==> src/hdl/csc_pkg.sv <==
package csc_pkg;

	// ----------------------------------------------------------------
	// register bus
	// ----------------------------------------------------------------
	localparam int ADDR_W = 4; // byte address width of the register window
	localparam int DATA_W = 32; // bus data width
	localparam logic [ADDR_W-1:0] ADDR_STATUS = 4'h0; // status_word
	localparam logic [ADDR_W-1:0] ADDR_BADVA = 4'h4; // bad_virtual_address
	localparam logic [ADDR_W-1:0] ADDR_ERRPC = 4'h8; // error_return_pc
	localparam logic [ADDR_W-1:0] ADDR_CONFIG = 4'hc; // processor_configuration

	// ----------------------------------------------------------------
	// status_word layout
	// ----------------------------------------------------------------
	localparam int ST_IE = 0; // interrupt enable
	localparam int ST_EXL = 1; // exception_level
	localparam int ST_ERL = 2; // error_level
	localparam int ST_KSU_LO = 3; // privilege_mode, two bits
	localparam int ST_UX = 5; // user_wide_addr_enable
	localparam int ST_SX = 6; // supervisor_wide_addr_enable
	localparam int ST_KX = 7; // kernel_wide_addr_enable
	localparam int ST_IM_LO = 8; // interrupt_mask, eight bits
	localparam int IM_W = 8; // interrupt source count
	localparam int ST_DE = 16; // error_exception_inhibit
	localparam int ST_CE = 17; // check bits from ecc register
	localparam int ST_CH = 18; // secondary_lookup_hit
	localparam int ST_SR = 20; // soft reset seen
	localparam int ST_TS = 21; // tlb_shutdown_flag
	localparam int ST_BEV = 22; // boot_vector_select
	localparam int ST_RE = 25; // user_byte_swap
	localparam logic [31:0] STATUS_WR_MASK = 32'hfe43_ffff; // sw writable
	localparam logic [31:0] STATUS_HW_MASK = 32'h0034_0000; // hw owned
	localparam logic [31:0] STATUS_RESET = 32'h0040_0004; // bev, erl set

	// privilege_mode encodings
	localparam logic [1:0] KSU_KERNEL = 2'h0;
	localparam logic [1:0] KSU_SUPER = 2'h1;
	localparam logic [1:0] KSU_USER = 2'h2;

	// ----------------------------------------------------------------
	// processor_configuration layout
	// ----------------------------------------------------------------
	localparam int CFG_SW_W = 6; // software bits 5..0
	localparam int CFG_HW_W = 26; // hardware bits 31..6
	localparam int CFG_CU = 3; // store_cond_update
	localparam int CFG_DB = 4; // data_line_size
	localparam int CFG_IB = 5; // instr_line_size
	localparam int CFG_DC_LO = 6; // data_cache_size, three bits
	localparam int CFG_IC_LO = 9; // instr_cache_size, three bits
	localparam logic [CFG_SW_W-1:0] CFG_SW_RESET = 6'h02;
	localparam logic [2:0] K0_UNCACHED = 3'h2;
	localparam logic [2:0] K0_CACHED_NC = 3'h3;
	localparam int CACHE_LOG2_BASE = 12; // smallest primary cache, log2
	localparam logic [5:0] LINE_LONG = 6'h20; // 32 byte lines
	localparam logic [5:0] LINE_SHORT = 6'h10; // 16 byte lines

	// ----------------------------------------------------------------
	// serial rom timing
	// ----------------------------------------------------------------
	localparam int CLK_PERIOD_NS = 4; // 250 MHz
	localparam int ROM_HALF_BIT_NS = 80; // least half period of rom clock
	localparam int ROM_DIV = (ROM_HALF_BIT_NS + CLK_PERIOD_NS - 1)
		/ CLK_PERIOD_NS;

	typedef enum {LD_SHIFT, LD_DONE} csc_load_state_type;

	// true for the four word addresses of the register window
	function automatic logic reg_mapped(input logic [ADDR_W-1:0] a);
		return a == ADDR_STATUS || a == ADDR_BADVA || a == ADDR_ERRPC
			|| a == ADDR_CONFIG;
	endfunction

endpackage

==> src/hdl/csc_apb_port.sv <==
`timescale 1ns/1ps
`default_nettype none
module csc_apb_port
	import csc_pkg::*;
(
	input wire logic clock_i,
	input wire logic reset_n_i,
	input wire logic psel_i,
	input wire logic penable_i,
	input wire logic pwrite_i,
	input wire logic [ADDR_W-1:0] paddr_i,
	input wire logic [DATA_W-1:0] read_word_i,
	output logic [DATA_W-1:0] prdata_o,
	output logic pready_o,
	output logic pslverr_o,
	output logic wr_stb_o
);
	logic mapped; // address hits a register

	// ----------------------------------------------------------------
	// zero wait state slave
	// ----------------------------------------------------------------
	assign mapped = reg_mapped(paddr_i);
	assign pready_o = 1'b1;
	assign pslverr_o = psel_i && penable_i && !mapped;
	assign wr_stb_o = psel_i && penable_i && pwrite_i && mapped;

	// read word is captured in the setup cycle
	always_ff @(posedge clock_i or negedge reset_n_i) begin
		if (!reset_n_i) begin
			prdata_o <= '0;
		end else if (psel_i && !penable_i) begin
			prdata_o <= (!pwrite_i && mapped) ? read_word_i : '0;
		end
	end
endmodule
`default_nettype wire

==> src/hdl/csc_rom_loader.sv <==
`timescale 1ns/1ps
`default_nettype none
module csc_rom_loader
	import csc_pkg::*;
#(
	parameter int HW_BITS = CFG_HW_W,
	parameter int DIV = ROM_DIV
) (
	input wire logic clock_i,
	input wire logic reset_n_i,
	input wire logic rom_data_i,
	output logic rom_clock_o,
	output logic [HW_BITS-1:0] hw_bits_o,
	output logic done_o
);
	localparam int CW = $clog2(DIV + 1);
	localparam int BW = $clog2(HW_BITS + 1);
	logic [CW-1:0] div_reg; // half period divider
	logic tick; // one-cycle enable at each half period
	logic sync1_reg, sync2_reg; // pin synchroniser
	logic [BW-1:0] count_reg; // bits taken so far
	csc_load_state_type state_reg;

	// ----------------------------------------------------------------
	// divider and synchroniser
	// ----------------------------------------------------------------
	assign tick = div_reg == CW'(DIV - 1);
	always_ff @(posedge clock_i or negedge reset_n_i) begin
		if (!reset_n_i) begin
			div_reg <= '0;
			sync1_reg <= 1'b0;
			sync2_reg <= 1'b0;
		end else begin
			div_reg <= tick ? '0 : div_reg + 1'b1;
			sync1_reg <= rom_data_i;
			sync2_reg <= sync1_reg;
		end
	end

	// ----------------------------------------------------------------
	// shifter: data taken on the falling rom clock edge, msb first
	// ----------------------------------------------------------------
	always_ff @(posedge clock_i or negedge reset_n_i) begin
		if (!reset_n_i) begin
			state_reg <= LD_SHIFT;
			rom_clock_o <= 1'b0;
			count_reg <= '0;
			hw_bits_o <= '0;
		end else begin
			case (state_reg)
				LD_SHIFT: begin
					if (tick) begin
						rom_clock_o <= ~rom_clock_o;
						if (rom_clock_o) begin
							hw_bits_o <= {hw_bits_o[HW_BITS-2:0], sync2_reg};
							count_reg <= count_reg + 1'b1;
							if (count_reg == BW'(HW_BITS - 1)) begin
								state_reg <= LD_DONE;
							end
						end
					end
				end
				default: begin
					rom_clock_o <= 1'b0;
				end
			endcase
		end
	end
	assign done_o = state_reg == LD_DONE;
endmodule
`default_nettype wire

==> src/hdl/csc_system_control.sv <==
`timescale 1ns/1ps
`default_nettype none
// Behaviour
// - interrupt only when mask and pending agree
// - mode field: 10 user, 01 supervisor, 00 kernel
// - error and exception level bits read state
// - three per-mode 64-bit addressing enables
// - byte swap applies to user mode only
// - bit 22 selects normal or bootstrap vectors
// - bit 21 read-only tlb shutdown flag
// - bit 20 marks last reset as soft
// - bit 18 holds last secondary hit result
// - bit 17 takes check bits from ecc
// - bit 16 suppresses cache error exceptions
// - reserved diagnostic bits written and read zero
// - capture latest faulting virtual address
// - error pc loaded on errors and resets
// - error pc holds faulting or branch address
// - config bits 31..6 hardware set, read-only
// - config bits 5..0 software read/write
// - config bits 31..6 from serial rom
// - cache size is two to twelve plus field
// - line size bit: 32 or 16 bytes
// - store conditional coherency selected by bit
// - unmapped segment: 2 uncached, 3 cached
module csc_system_control
	import csc_pkg::*;
(
	input wire logic clock_i,
	input wire logic reset_n_i,
	// register bus
	input wire logic psel_i,
	input wire logic penable_i,
	input wire logic pwrite_i,
	input wire logic [ADDR_W-1:0] paddr_i,
	input wire logic [DATA_W-1:0] pwdata_i,
	output logic [DATA_W-1:0] prdata_o,
	output logic pready_o,
	output logic pslverr_o,
	// pipeline events
	input wire logic [IM_W-1:0] interrupt_pending_i,
	input wire logic tlb_shutdown_i,
	input wire logic soft_reset_i,
	input wire logic [31:0] reset_pc_i,
	input wire logic translation_error_i,
	input wire logic [31:0] fault_vaddr_i,
	input wire logic error_exception_i,
	input wire logic [31:0] fault_pc_i,
	input wire logic fault_in_delay_slot_i,
	input wire logic [31:0] branch_pc_i,
	input wire logic cache_hit_op_i,
	input wire logic cache_hit_result_i,
	// serial configuration rom
	input wire logic rom_data_i,
	output logic rom_clock_o,
	output logic config_loaded_o,
	// mode and control outputs
	output logic interrupt_request_o,
	output logic kernel_mode_o,
	output logic supervisor_mode_o,
	output logic user_mode_o,
	output logic wide_addr_o,
	output logic wide_ops_o,
	output logic byte_swap_o,
	output logic boot_vector_select_o,
	output logic check_bits_from_ecc_o,
	output logic error_exception_inhibit_o,
	output logic store_cond_coherent_o,
	output logic unmapped_uncached_o,
	output logic unmapped_cached_noncoherent_o,
	output logic [19:0] instr_cache_bytes_o,
	output logic [19:0] data_cache_bytes_o,
	output logic [5:0] instr_line_bytes_o,
	output logic [5:0] data_line_bytes_o
);

	// ----------------------------------------------------------------
	// declarations
	// ----------------------------------------------------------------
	logic [31:0] status_reg; // status_word
	logic [31:0] bad_vaddr_reg; // bad_virtual_address
	logic [31:0] error_pc_reg; // error_return_pc
	logic [CFG_SW_W-1:0] cfg_sw_reg; // configuration bits 5..0
	logic [CFG_HW_W-1:0] cfg_hw; // configuration bits 31..6
	logic [31:0] config_word; // assembled configuration
	logic boot_pending_reg; // first cycle after hard reset release
	logic wr_stb; // bus write takes effect this edge
	logic [DATA_W-1:0] read_word; // word selected by the bus address
	logic [1:0] privilege_mode; // current mode field
	logic [IM_W-1:0] interrupt_mask; // per source enables
	logic exception_level; // exception level bit
	logic error_level; // error level bit
	logic level_raised; // either level forces kernel mode

	// ----------------------------------------------------------------
	// helpers
	// ----------------------------------------------------------------
	// primary cache bytes from a three bit size field
	function automatic logic [19:0] cache_bytes(input logic [2:0] f);
		return 20'h1 << (CACHE_LOG2_BASE + int'(f));
	endfunction

	// ----------------------------------------------------------------
	// bus slave
	// ----------------------------------------------------------------
	csc_apb_port u_port (
		.clock_i(clock_i),
		.reset_n_i(reset_n_i),
		.psel_i(psel_i),
		.penable_i(penable_i),
		.pwrite_i(pwrite_i),
		.paddr_i(paddr_i),
		.read_word_i(read_word),
		.prdata_o(prdata_o),
		.pready_o(pready_o),
		.pslverr_o(pslverr_o),
		.wr_stb_o(wr_stb)
	);

	// read mux over the four registers
	always_comb begin
		case (paddr_i)
			ADDR_STATUS: read_word = status_reg;
			ADDR_BADVA: read_word = bad_vaddr_reg;
			ADDR_ERRPC: read_word = error_pc_reg;
			ADDR_CONFIG: read_word = config_word;
			default: read_word = '0;
		endcase
	end

	// ----------------------------------------------------------------
	// serial rom loader for hardware configuration
	// ----------------------------------------------------------------
	csc_rom_loader u_loader (
		.clock_i(clock_i),
		.reset_n_i(reset_n_i),
		.rom_data_i(rom_data_i),
		.rom_clock_o(rom_clock_o),
		.hw_bits_o(cfg_hw),
		.done_o(config_loaded_o)
	);

	// ----------------------------------------------------------------
	// status word
	// ----------------------------------------------------------------
	// software first, hardware events after so a set beats a clear
	always_ff @(posedge clock_i or negedge reset_n_i) begin
		if (!reset_n_i) begin
			status_reg <= STATUS_RESET; // sr cleared by hard reset
		end else begin
			if (wr_stb && paddr_i == ADDR_STATUS) begin
				// reserved bits forced low, hw bits kept
				status_reg <= (pwdata_i & STATUS_WR_MASK)
					| (status_reg & STATUS_HW_MASK);
			end
			if (tlb_shutdown_i) begin
				status_reg[ST_TS] <= 1'b1;
			end
			if (cache_hit_op_i) begin
				status_reg[ST_CH] <= cache_hit_result_i;
			end
			if (error_exception_i) begin
				status_reg[ST_ERL] <= 1'b1;
			end
			if (soft_reset_i) begin
				status_reg[ST_SR] <= 1'b1;
				status_reg[ST_ERL] <= 1'b1;
				status_reg[ST_BEV] <= 1'b1;
			end
		end
	end

	// ----------------------------------------------------------------
	// bad virtual address
	// ----------------------------------------------------------------
	// loaded only by the pipeline; bus writes never reach it
	always_ff @(posedge clock_i or negedge reset_n_i) begin
		if (!reset_n_i) begin
			bad_vaddr_reg <= '0;
		end else if (translation_error_i) begin
			bad_vaddr_reg <= fault_vaddr_i;
		end
	end

	// ----------------------------------------------------------------
	// error return pc
	// ----------------------------------------------------------------
	// reset pc is caught one edge after hard reset release
	always_ff @(posedge clock_i or negedge reset_n_i) begin
		if (!reset_n_i) begin
			boot_pending_reg <= 1'b1;
		end else begin
			boot_pending_reg <= 1'b0;
		end
	end

	// reset events beat an error exception, both beat software
	always_ff @(posedge clock_i or negedge reset_n_i) begin
		if (!reset_n_i) begin
			error_pc_reg <= '0;
		end else if (boot_pending_reg || soft_reset_i) begin
			error_pc_reg <= reset_pc_i;
		end else if (error_exception_i) begin
			// no delay slot flag is kept anywhere
			error_pc_reg <= fault_in_delay_slot_i ? branch_pc_i
				: fault_pc_i;
		end else if (wr_stb && paddr_i == ADDR_ERRPC) begin
			error_pc_reg <= pwdata_i;
		end
	end

	// ----------------------------------------------------------------
	// configuration
	// ----------------------------------------------------------------
	// only the low six bits take bus writes
	always_ff @(posedge clock_i or negedge reset_n_i) begin
		if (!reset_n_i) begin
			cfg_sw_reg <= CFG_SW_RESET;
		end else if (wr_stb && paddr_i == ADDR_CONFIG) begin
			cfg_sw_reg <= pwdata_i[CFG_SW_W-1:0];
		end
	end

	// upper bits come only from the rom shifter
	assign config_word = {cfg_hw, cfg_sw_reg};

	// ----------------------------------------------------------------
	// field decode
	// ----------------------------------------------------------------
	assign privilege_mode = status_reg[ST_KSU_LO+1:ST_KSU_LO];
	assign interrupt_mask = status_reg[ST_IM_LO+IM_W-1:ST_IM_LO];
	assign exception_level = status_reg[ST_EXL];
	assign error_level = status_reg[ST_ERL];
	assign level_raised = exception_level || error_level;

	// masked sources gate the request; raised levels hold it off
	assign interrupt_request_o = status_reg[ST_IE] && !level_raised
		&& |(interrupt_mask & interrupt_pending_i);

	// mode field decode; code 11 falls back to kernel
	assign user_mode_o = !level_raised
		&& privilege_mode == KSU_USER;
	assign supervisor_mode_o = !level_raised
		&& privilege_mode == KSU_SUPER;
	assign kernel_mode_o = !user_mode_o && !supervisor_mode_o;

	// per mode wide addressing; wide operations outside kernel only
	always_comb begin
		wide_addr_o = status_reg[ST_KX];
		wide_ops_o = 1'b0;
		if (user_mode_o) begin
			wide_addr_o = status_reg[ST_UX];
			wide_ops_o = status_reg[ST_UX];
		end else if (supervisor_mode_o) begin
			wide_addr_o = status_reg[ST_SX];
			wide_ops_o = status_reg[ST_SX];
		end
	end

	assign byte_swap_o = status_reg[ST_RE] && user_mode_o;
	assign boot_vector_select_o = status_reg[ST_BEV];
	assign check_bits_from_ecc_o = status_reg[ST_CE];
	assign error_exception_inhibit_o = status_reg[ST_DE];

	// configuration driven controls
	assign store_cond_coherent_o = cfg_sw_reg[CFG_CU];
	assign unmapped_uncached_o = cfg_sw_reg[2:0] == K0_UNCACHED;
	assign unmapped_cached_noncoherent_o
		= cfg_sw_reg[2:0] == K0_CACHED_NC;
	assign instr_cache_bytes_o
		= cache_bytes(config_word[CFG_IC_LO+2:CFG_IC_LO]);
	assign data_cache_bytes_o
		= cache_bytes(config_word[CFG_DC_LO+2:CFG_DC_LO]);
	assign instr_line_bytes_o = config_word[CFG_IB] ? LINE_LONG
		: LINE_SHORT;
	assign data_line_bytes_o = config_word[CFG_DB] ? LINE_LONG
		: LINE_SHORT;
endmodule
`default_nettype wire

==> config.mk <==
export PLATFORM = sky130hd
export DESIGN_NAME = csc_system_control
export DESIGN_NICKNAME = d
export VERILOG_FILES = /design/src/hdl/csc_pkg.sv /design/src/hdl/csc_apb_port.sv /design/src/hdl/csc_rom_loader.sv /design/src/hdl/csc_system_control.sv
export SDC_FILE = /design/constraint.sdc
export NUM_CORES = 1
export LEC_CHECK = 0
export BUFFER_PORTS_ARGS = -buffer_cell sky130_fd_sc_hd__buf_2
export CAP_MARGIN = 20
export CORE_MARGIN = 4
export CORE_UTILIZATION = 30
export CTS_CLUSTER_DIAMETER = 200
export DETAILED_ROUTE_END_ITERATION = 10
export HOLD_SLACK_MARGIN = 0.1
export SYNTH_ARGS = -nofsm -noshare
export SYNTH_HDL_FRONTEND = slang
export SYNTH_SLANG_ARGS = --single-unit
==> constraint.sdc <==
create_clock -name clock_i -period 1.7 [get_ports clock_i]
set_clock_uncertainty 0.15 [all_clocks]
set_input_delay 0 -clock clock_i [delete_from_list [all_inputs] [get_ports clock_i]]
set_output_delay 0 -clock clock_i [all_outputs]
set_load 0.005 [all_outputs]
==> summary.md <==
| Metric | Value |
|---|---|
| Outcome | finished, violations left |
| Failing checks | negative setup slack |
| Startpoint types | flip-flop |
| Share of cells above drive strength 1 | 45.6% |
| Multiplexer share of the synthesized area | 26.2% |
| Compound-Gate Fraction of Synth Area | 10.5% |
| Synth async-reset ratio | 100% |
| Setup CP Type | reg2out |
| Max Root-Sink Buffers | 2 |
| Post-DP HPWL | 21.5 mm |
| Fin. Hold Viols | 0 |
| R2R cell count | 5 |
| CTS tree | done |
| Worst Setup End Kind | output port |
| XOR/XNOR Fraction of Synth Area | 0.584% |
| Initial antenna violation count | 2 |
| Mapped Area | 0.00900 mm^2 |
| CTS Buf Count | 17 |
| FF-to-FF End | error_pc_reg[10] |
| Layout area overhead | 59.5% |
| Worst flop-to-flop path startpoint | boot_pending_reg |
| Routed vias | 7987 |
| Worst Max-Slew Pin Slew | 0.591 ns |
| Core area | 0.0296 mm^2 |
| DRC viols | 0 |
| CP Data Arrival Time | 1.78 ns |
| Worst-path clk slew | 0.07 ns |
| RD Place Congestion | 0.864 |
| Clock sink total | 172 |
| Die W | 181 um |
| CP max FO | 4 |
| DR WL/cell | 20.9 um |
| Hold Crit Class | in2reg |
| Syn Area/Cell | 12.6 um^2 |
| Vias in the first global route | 8913 |
| Final WL | 33.5 mm |
| WP buf/inv | 1 |
| Area share of the largest cell type after synthesis | 46.7% |
| Vias/cell | 4.99 |
| GR Overflow Total | 0 |
| Synthesized flop and latch total | 172 |
| IO buf count | 252 |
| Total Routing Usage GR | 20.0% |
| YS warnings | 0 |
| CP Data Required Time | 1.55 ns |
| Placed Cells incl. Taps | 1342 |
| Final WS setup | -0.231 ns |
| Distinct cells, synth | 50 |
| Initial DRC count | 331 |
| Commonest non-fill, non-tap cell in the layout | buf_2 |
| Final setup TNS | -5.28 ns |
| RSZ-0062 raised after global routing | yes |
| Worst path slowest cell | or4b_4 |
| Fin. max-slew vios | 0 |
| Initial Utilization | 30.4% |
| Die area | 0.0328 mm^2 |
| Die height | 181 um |
| Min-Delay Path Depth | 5 |
| Post-synth top flop | dfrtp_1 |
| CP top delay family | simple AND/OR/NAND/NOR gates |
| Hold endpoint | cfg_sw_reg[3] |
| Final nets | 1385 |
| I/O pin count | 286 |
| Cell area power density | 745 mW/mm^2 |
| Main combinational cell family by area after synthesis | multiplexers |
| VDD IR max | 0.000446 V |
| Largest stage delay, worst path | 0.52 ns |
| Synthesized instance count | 713 |
| Reg2Reg Setup Slack | -0.17 ns |
| H-Tree Depth | 4 |
| Leak | 6.91 nW |
| Fin cells | 1602 |
| Tmin final | 1.93 ns |
| Final Cycle Share | 114% |
| First-pass GRT wire length | 51.3 mm |
| Post-synth EDFFs | 0 |
| Commonest cells after routing, fill and taps aside | 251 x buf_2, 209 x dlygate4sd3_1, 167 x dfrtp_1, 114 x mux2_2, 60 x mux2i_1 |
| Antenna Nets Post-Route | 0 |
| Cell chain of the critical path | or4b_4, a21boi_1, a221o_1, buf_2 |
| Largest net degree at the start of global routing | 64 |
| Cell taking the most area after synthesis | dfrtp_1 |
| Site Rows | 63 |
| Area share of and/or/nand/nor cells after synthesis | 7.91% |
| Max-Slew Margin vs Limit | 60.6% |
| Max Cap Violations | 0 |
| Clk_lat worst skew | 0.42 ns |
| Top cells by area, synth | dfrtp_1 47%, mux2_2 19%, mux2i_1 6.7%, a221o_1 3.7%, a22o_1 3.6% |
| Hold Startpoint | paddr_i[2] |
| Root buffer cell | clkbuf_16 |
| Register area share after synthesis | 47.9% |
| Fmax | 0.518 GHz |
| Final setup fails | 60 |
| Hold WS | 0.0930 ns |
| Iteration count of the initial detailed-routing pass | 5 |
| Synth Area in Adders | 0.417% |
layout make-up:
type                            count  area (um^2)
Inverter                            4         15.0
Clock buffer                       21          480
Clock inverter                     11          131
Tap cell                          390          488
Sequential cell                   172         4310
Fill cell                        2623        15300
Timing Repair Buffer              530         4220
Multi-Input combinational cell    472         4700
Antenna cell                        2         5.00
cell usage after synthesis (2+ instances only):
library cell / number
and3b_1: 4
mux2i_1: 60
conb_1: 2
nor2b_1: 4
xnor2_1: 6
o21ai_0: 5
a22o_1: 37
dfrtp_1: 168
ha_1: 3
nand2_1: 7
buf_1: 6
and2_1: 2
nand3b_1: 2
nand3_1: 7
mux2_2: 155
nor3_1: 5
dfstp_2: 4
a221o_1: 33
nor2_1: 7
nor4b_1: 32
a22oi_1: 3
inv_1: 4
nor3b_1: 8
nand2b_1: 2
or2_2: 2
o22ai_1: 29
buf_2: 15
and4b_1: 2
buf_4: 37
buf_6: 6
clkbuf_1: 33
and3_1: 5
cells by family after synthesis:
logic type	count (synthesis)
XOR/XNOR	6
adder cells (fa/ha/maj)	3
AND/OR/NAND/NOR	100
AO/OA/AOI/OAI	113
buffers and inverters	101
other	2
flip-flops	172
multiplexers	216
worst min-delay path, cell delays in order:
cell and delay, ns:
buf_4 0.13, nand4_1 0.10, nor2_2 0.06, buf_12 0.13, mux2_2 0.21
what timing repair did:
| action | 4_1_cts | 5_1_grt |
|---|---|---|
| resized for setup | 82 | 31 |
| endpoints found under the setup margin | 58 | 70 |
| endpoints found under the hold margin | 304 | 0 |
| gates cloned | 9 | 0 |
| buffers inserted | 9 | 11 |
| pin swaps | 13 | 8 |
| hold buffers | 211 | 0 |
how the worst max path moves through the flow:
stage | cells past startpoint | slack, ns | start | end
floorplan | 6 | -0.05 | boot_pending_reg | error_pc_reg[10]
global placement | 5 | -0.04 | paddr_i[2] | error_pc_reg[30]
detailed placement | 6 | -0.11 | u_loader.div_reg[1] | u_loader.hw_bits_o[20]
CTS | 4 | -0.23 | status_reg[2] | wide_addr_o
global route | 4 | -0.28 | status_reg[3] | wide_addr_o
finish | 4 | -0.23 | status_reg[2] | wide_addr_o
power breakdown:
part / total (mW) / internal [mW] / switching, mW
Clock: 4.07 / 2.34 / 1.72
Sequential: 4.58 / 4.37 / 0.216
Combinational: 2.04 / 1.22 / 0.825
per-layer routing:
metal  part of all wire (%)  global-route usage [%]  vias up
met1                     41                    24.2     4007
met4                    3.4                    8.32        0
met2                     51                    34.8      292
met5                      0                       0        -
met3                    4.2                    3.64       77
li1                       -                       -     3611
metrics by stage:
step	setup slack [ns]	utilization, %	instance area (um^2)	power (mW)
after floorplan	-0.0506	-	9160	5.42
after global placement	-0.0422	36.6	10800	6.03
after detailed placement	-0.105	36.6	10800	6.06
after CTS	-0.233	48.1	14200	10.7
after global routing	-0.281	48.4	14400	11.1
final	-0.231	48.4	14400	10.7
Power figures use the tool's default switching activity.
